===== src/amd_cfg.svh =====
// constants for the operand addressing decoder
`ifndef AMD_CFG_SVH
`define AMD_CFG_SVH
`define AMD_LEN_INH     3'h1
`define AMD_LEN_IMM     3'h2
`define AMD_LEN_SHORT   3'h2
`define AMD_LEN_LONG    3'h3
`define AMD_MASK_LVL3   2'h3
`define AMD_MASK_LVL0   2'h0
`define AMD_MASK_RESET  2'h3
`endif


===== src/amd_pkg.sv =====
// types for the operand addressing decoder
package amd_pkg;
    // addressing modes presented by the opcode decode
    typedef enum logic [3:0] {
        AMD_INH, AMD_IMM, AMD_DIR_S, AMD_DIR_L, AMD_IDX_0, AMD_IDX_S, AMD_IDX_L,
        AMD_IND_S, AMD_IND_L, AMD_INDX_S, AMD_INDX_L, AMD_REL_D, AMD_REL_I
    } amd_mode_e;
    // inherent operation classes that touch decoder state
    typedef enum logic [1:0] {
        AMD_OP_NONE, AMD_OP_MASK_SET, AMD_OP_MASK_CLEAR
    } amd_inh_e;
    // one decode request from fetch
    typedef struct packed {
        amd_mode_e  mode;
        amd_inh_e   inh;
        logic       use_y;
        logic       short_only;
        logic [7:0] b1;
        logic [7:0] b2;
        logic [15:0] pc;
    } amd_req_s;
    // decode result
    typedef struct packed {
        logic [2:0]  len;
        logic [15:0] ea;
        logic [7:0]  operand;
        logic        is_imm;
        logic        is_rel;
        logic [15:0] pc_target;
        logic        illegal;
    } amd_res_s;
endpackage : amd_pkg


===== src/amd_decoder.sv =====
// operand addressing decoder: length, pointer fetch and effective address
// Function
// [RULE1] inherent op uses opcode byte only, length one
// [RULE2] immediate is two bytes, second byte is the operand
// [RULE3] short direct: one address byte, range 00 to ff
// [RULE4] long direct: two address bytes, full 64k space
// [RULE5] indexed address is unsigned sum of x or y and offset
// [RULE6] indexed no offset: no extra byte, index alone, 00 to ff
// [RULE7] short indexed: one offset byte, sum reaches 00 to 1fe
// [RULE8] long indexed: two offset bytes plus index, full 64k
// [RULE9] indirect: byte after opcode is pointer, read before operand
// [RULE10] short indirect: byte pointer, byte value, 00 to ff
// [RULE11] long indirect: byte pointer locates word, full 64k
// [RULE12] indirect indexed: index plus pointer value from memory
// [RULE13] short indirect indexed: byte pointer plus index, 00 to 1fe
// [RULE14] memory-to-memory and jump ops take short forms only
// [RULE15] relative adds signed 8-bit offset to program counter
// [RULE16] direct relative offset is the byte after opcode
// [RULE17] indirect relative reads offset from address after opcode
// [RULE18] mask set raises level 3, mask clear lowers to level 0
// [RULE19] total instruction length reported to fetch logic
`timescale 1ns/100ps
`default_nettype none
`include "amd_cfg.svh"
module amd_decoder
    import amd_pkg::*;
(
    // clock and reset
    input  wire logic        clock,
    input  wire logic        sys_rst,
    // request from fetch
    input  wire logic        req_valid,
    output logic             req_ready,
    input  wire amd_req_s    req,
    // index registers
    input  wire logic [7:0]  idx_x,
    input  wire logic [7:0]  idx_y,
    // data memory read port
    output logic             mem_rd,
    output logic [15:0]      mem_addr,
    input  wire logic [7:0]  mem_rdata,
    // result to execute and fetch
    output logic             res_valid,
    output amd_res_s         res,
    output logic [1:0]       irq_mask
);
    typedef enum logic [1:0] {ST_IDLE, ST_PTR_HI, ST_PTR_LO, ST_DONE} amd_state_e;

    amd_state_e  state_q, state_d;
    amd_req_s    cur_q, cur_d;
    logic [15:0] ptr_q, ptr_d;
    amd_res_s    res_q, res_d;
    logic [1:0]  mask_q, mask_d;
    logic [7:0]  idx;
    logic [2:0]  len;
    logic        indirect;
    logic        word_ptr;

    // per-request combinational attributes
    always_comb begin
        idx = req.use_y ? idx_y : idx_x;
        indirect = 1'b0;
        word_ptr = 1'b0;
        case (req.mode)
            AMD_INH:    len = `AMD_LEN_INH;                  // [RULE1]
            AMD_IMM:    len = `AMD_LEN_IMM;                  // [RULE2]
            AMD_DIR_S:  len = `AMD_LEN_SHORT;                // [RULE3]
            AMD_DIR_L:  len = `AMD_LEN_LONG;                 // [RULE4]
            AMD_IDX_0:  len = `AMD_LEN_INH;                  // [RULE6]
            AMD_IDX_S:  len = `AMD_LEN_SHORT;                // [RULE7]
            AMD_IDX_L:  len = `AMD_LEN_LONG;                 // [RULE8]
            AMD_REL_D:  len = `AMD_LEN_SHORT;                // [RULE16]
            AMD_IND_S, AMD_INDX_S, AMD_REL_I: begin
                len = `AMD_LEN_SHORT;                        // [RULE10] [RULE13]
                indirect = 1'b1;                             // [RULE9]
            end
            AMD_IND_L, AMD_INDX_L: begin
                len = `AMD_LEN_SHORT;                        // [RULE11]
                indirect = 1'b1;
                word_ptr = 1'b1;
            end
            default:    len = `AMD_LEN_INH;
        endcase
    end

    // final address and result from a completed pointer or stream
    function automatic amd_res_s finish(amd_req_s r, logic [15:0] p, logic [7:0] ix,
                                        logic [2:0] l);
        amd_res_s o;
        logic [15:0] pc_next;
        o = '0;
        o.len = l;                                           // [RULE19]
        pc_next = r.pc + {13'h0000, l};
        case (r.mode)
            AMD_IMM: begin
                o.is_imm = 1'b1;
                o.operand = r.b1;                            // [RULE2]
            end
            AMD_DIR_S:  o.ea = {8'h00, r.b1};               // [RULE3]
            AMD_DIR_L:  o.ea = {r.b1, r.b2};                // [RULE4]
            AMD_IDX_0:  o.ea = {8'h00, ix};                 // [RULE6]
            AMD_IDX_S:  o.ea = {8'h00, r.b1} + {8'h00, ix}; // [RULE5] [RULE7]
            AMD_IDX_L:  o.ea = {r.b1, r.b2} + {8'h00, ix}; // [RULE8]
            AMD_IND_S:  o.ea = {8'h00, p[7:0]};             // [RULE10]
            AMD_IND_L:  o.ea = p;                            // [RULE11]
            AMD_INDX_S: o.ea = {8'h00, p[7:0]} + {8'h00, ix}; // [RULE13]
            AMD_INDX_L: o.ea = p + {8'h00, ix};             // [RULE12]
            AMD_REL_D: begin
                o.is_rel = 1'b1;                             // [RULE16]
                o.pc_target = pc_next + {{8{r.b1[7]}}, r.b1}; // [RULE15]
            end
            AMD_REL_I: begin
                o.is_rel = 1'b1;                             // [RULE17]
                o.pc_target = pc_next + {{8{p[7]}}, p[7:0]};
            end
            default:    o.ea = 16'h0000;
        endcase
        // long forms refused for short-only operations
        o.illegal = r.short_only && (r.mode == AMD_DIR_L || r.mode == AMD_IDX_L
                    || r.mode == AMD_IND_L || r.mode == AMD_INDX_L); // [RULE14]
        return o;
    endfunction : finish

    // sequencer next state
    always_comb begin
        state_d = state_q;
        cur_d = cur_q;
        ptr_d = ptr_q;
        res_d = res_q;
        mask_d = mask_q;
        case (state_q)
            ST_IDLE: begin
                if (req_valid) begin
                    cur_d = req;
                    if (req.mode == AMD_INH) begin
                        if (req.inh == AMD_OP_MASK_SET) mask_d = `AMD_MASK_LVL3;   // [RULE18]
                        if (req.inh == AMD_OP_MASK_CLEAR) mask_d = `AMD_MASK_LVL0; // [RULE18]
                    end
                    if (indirect) begin
                        state_d = word_ptr ? ST_PTR_HI : ST_PTR_LO; // [RULE9]
                    end else begin
                        res_d = finish(req, 16'h0000, idx, len);
                        state_d = ST_DONE;
                    end
                end
            end
            ST_PTR_HI: begin
                ptr_d[15:8] = mem_rdata;                     // [RULE11]
                state_d = ST_PTR_LO;
            end
            ST_PTR_LO: begin
                ptr_d[7:0] = mem_rdata;
                if (cur_q.mode != AMD_IND_L && cur_q.mode != AMD_INDX_L) begin
                    ptr_d[15:8] = 8'h00;
                end
                res_d = finish(cur_q, {ptr_d[15:8], mem_rdata},
                               cur_q.use_y ? idx_y : idx_x, `AMD_LEN_SHORT); // [RULE12]
                state_d = ST_DONE;
            end
            ST_DONE:  state_d = ST_IDLE;
            default:  state_d = ST_IDLE;
        endcase
    end

    // registers
    always_ff @(posedge clock) begin
        if (sys_rst) begin
            state_q <= ST_IDLE;
            cur_q <= '0;
            ptr_q <= 16'h0000;
            res_q <= '0;
            mask_q <= `AMD_MASK_RESET;
        end else begin
            state_q <= state_d;
            cur_q <= cur_d;
            ptr_q <= ptr_d;
            res_q <= res_d;
            mask_q <= mask_d;
        end
    end

    // memory read: pointer word high byte first, then low byte
    always_comb begin
        mem_rd = (state_q == ST_PTR_HI) || (state_q == ST_PTR_LO);
        case (state_q)
            ST_PTR_HI: mem_addr = {8'h00, cur_q.b1};         // [RULE9]
            ST_PTR_LO: mem_addr = (cur_q.mode == AMD_IND_L || cur_q.mode == AMD_INDX_L)
                                  ? {8'h00, cur_q.b1 + 8'h01} : {8'h00, cur_q.b1};
            default:   mem_addr = 16'h0000;
        endcase
    end

    assign req_ready = (state_q == ST_IDLE);
    assign res_valid = (state_q == ST_DONE);
    assign res = res_q;
    assign irq_mask = mask_q;
endmodule : amd_decoder
`default_nettype wire


===== config.mk =====
export PLATFORM = sky130hd
export DESIGN_NAME = amd_decoder
export DESIGN_NICKNAME = d
export VERILOG_FILES = /design/src/amd_pkg.sv /design/src/amd_decoder.sv
export VERILOG_INCLUDE_DIRS = /design/src
export SDC_FILE = /design/constraint.sdc
export NUM_CORES = 1
export LEC_CHECK = 0
export BUFFER_PORTS_ARGS = -buffer_cell sky130_fd_sc_hd__buf_2
export CAP_MARGIN = 20
export CORE_MARGIN = 5
export CORE_UTILIZATION = 64
export CTS_CLUSTER_DIAMETER = 200
export CTS_CLUSTER_SIZE = 30
export DETAILED_ROUTE_END_ITERATION = 16
export PLACE_DENSITY_LB_ADDON = 0.2
export SYNTH_ARGS = -nofsm -noshare
export SYNTH_HDL_FRONTEND = slang
export SYNTH_SLANG_ARGS = --single-unit

===== constraint.sdc =====
create_clock -name clock -period 15.1 [get_ports clock]
set_clock_uncertainty 0.2 [all_clocks]
set_input_delay 3.02 -clock clock [delete_from_list [all_inputs] [get_ports clock]]
set_output_delay 3.02 -clock clock [all_outputs]
set_load 0.02 [all_outputs]

==> flow_summary.ini <==
[outcome]
status = completed

[clock_network]
cts_buffers = 9
cts_tree = built
cts_resized = 0
path_clk_slew_ps = 70
clockBufferDepth = 2
clk_latency_ps = 350
root_buffer = clkbuf_16
cts_hold_buf = 0
cts_num_sinks = 94
htreeDepth = 3
post-cts-setup-buffer-count = 0

[drt]
postRouteAntennaNets = 0
drc = 0
vias_per_cell = 6.674
drt-total-wl_um = 31290
first_iter_violations = 1275
via_count = 9978
routedWlPerCell_um = 20.93
first_pass_iters = 7

[layout]
layout_common_cells = nand2_1 (140), buf_2 (124), nor2_1 (122), dfxtp_1 (94), a21oi_1 (90)
antenna_cells = 0
mostFrequentLayoutCell = nand2_1
fillers = 1235
final_nets = 1453
synthToLayoutAreaGrowth_pct = 10.45
final_cell_area_um2 = 10340
drive_gt1_share_pct = 16.55

[yosys]
synth_top_area_share_pct = 20.09
synth.avg_cell_area_um2 = 7.658
synth_flop_cell = dfxtp_1
yosys.area.top_type = dfxtp_1
synthArstFlopShare_pct = 0
yosysWarnings = 0
synth-seq-cells = 94
synth_edf_count = 0
synthCells = 1223
netlist_area_um2 = 9365
ys_top_cells_by_area = dfxtp_1 (20%), ha_1 (9.8%), nand2_1 (5.6%)
ys_seq_area_share_pct = 20.09
synth.distinct_cells = 81

[critical_path]
critPathBufInv = 2
crit_type = in2reg
cp_cell_sequence = buf_2 > nor2_1 > nand2_1 > a31oi_1 > ha_1 > inv_1 > fa_1 > nor3b_1 > nand3_1 > xnor2_1 > ha_1 > a2111oi_0 > o21ai_0 > a22oi_1 > xnor2_1 > a221oi_1 > nor3_2
cp_max_fo = 17
crit_path_max_incr_delay_ps = 470
critPathRequiredTime_ps = 15120
startpoint = req[38]
crit_family = compound AO/OA/AOI/OAI gates
rrSetupSlack_ps = 10720
end_kind = flop
crit_path_start_kind = primary input
arrival_ps = 7280
crit_slowest_cell = fa_1
r2r_start = cur_q[39]

[global_routing]
grt_max_degree = 74
grt_overflow = 0
grt_pass1_vias = 8903
grt_antenna_before_repair = 0
track_usage_pct = 36.04
grt_pass1_wl_um = 48480

[place]
dp_hpwl_um = 23690
gp_congestion = 0.9722
io_buffers = 124
dpl_cell_area_um2 = 10030

[timing]
drv_slew = 0
maxSlewHeadroom_pct = 28.84
fin_tns_setup_ps = 0
fmax_ghz = 0.1377
finalHoldViolations = 0
period_needed_ps = 7260
rsz0062_at_grt = false
setup_viol = 0
tightestPinTransition_ps = 1059
fin_crit_sh_pct = 48.08

[pwr]
p_leak_nw = 4.357
pwr_density_cell_nw_per_um2 = 137.6
vdd_drop_max_mv = 0.1233

[floorplan]
dieArea_um2 = 17150
core_area_um2 = 14420
initial_utilization_pct = 64.93
die_y_um = 131.0
rows = 44
die_w_um = 131.0
io-pin-count = 134

[worst_hold_path]
hp-class = reg2reg
hp-start = cur_q[15]

[flow_run]
drv_cap = 0
layout make-up:
| class | count | area, µm² | area share [%] |
|---|---|---|---|
| repair buffers | 140 | 738.2 | 7.137 |
| multi-input cells | 1032 | 7076 | 68.40 |
| clock inverters | 5 | 56.30 | 0.5443 |
| well taps | 184 | 230.2 | 2.226 |
| clock buffers | 11 | 252.7 | 2.443 |
| flip-flops and latches | 94 | 1882 | 18.19 |
| inverters | 29 | 108.9 | 1.052 |
cells by family after synthesis:
family	Yosys count	synth area share, %
and+or+nand+nor	446	22.66
buffers and inverters	105	4.796
muxes	61	7.148
xor gates and xnor gates	83	7.922
DFF	94	20.09
other	1	0.04004
AOI/OAI and AO/OA	352	25.99
adders and majority gates	81	11.36
report_power, final:
group	leakage, nW	internal [mW]	total [mW]	switching, mW
registers	0.771	0.321	0.390	0.0688
clock network	0.152	0.138	0.242	0.104
logic	3.43	0.289	0.791	0.503
total	4.36	0.748	1.42	0.675
layer usage:
metal  wire length (µm)  vias up  GRT usage, %  share of wire [%]
met1              13610     4614         53.08                 43
met4                944        0         10.71                3.0
met5                  0        -             0                  0
met2              12840      610         52.06                 41
met3               3900       80         8.455                 12
li1                   -     4674             -                  -
cell usage after synthesis, types with 23 or more instances:
cell      count
a221oi_1     26
mux2_2       40
xnor2_1      53
nand3_1      24
clkbuf_1     47
nor2_1      122
inv_1        29
dfxtp_1      94
a21oi_1      90
xor2_1       29
ha_1         73
nor3_1       53
o21ai_0      52
nand2_1     140
a22oi_1      23
path summary, 6_finish.rpt:
kind,end,depth (start not counted)
worst max-delay path,res[16],17
worst min-delay path,cur_q[15],2
worst max register to register,res[34],11
worst min register to register,cur_q[15],2
registers in the layout, indices dropped and copies added (netlist names):
signal    count
state_q       2
ptr_q         8
res          45
cur_q        38
irq_mask      1
metrics by stage:
step / total power, mW / util, % / hold slack (ps) / instances / setup WS, ps
floorplan: 0.9374 / - / 236.8 / 1231 / 7973
global placement: 1.149 / 69.54 / 246.3 / 1478 / 7718
detailed placement: 1.165 / 69.54 / 257.3 / 1478 / 7560
CTS: 1.406 / 71.68 / 272.6 / 1494 / 7924
global route: 1.515 / 71.71 / 286.4 / 1495 / 7413
finish: 1.423 / 71.71 / 269.2 / 1495 / 7840
worst register-to-register path, stage by stage (launching register included):
cell	delay, ps
dfxtp_1	700
nand2b_1	250
nor2_1	620
mux2_2	430
ha_1	290
a211oi_1	330
nor2_1	120
o31ai_1	320
mux2i_1	140
or4b_2	640
a21oi_1	150
or3_1	120
No activity file was read; power rests on OpenSTA's default activity.
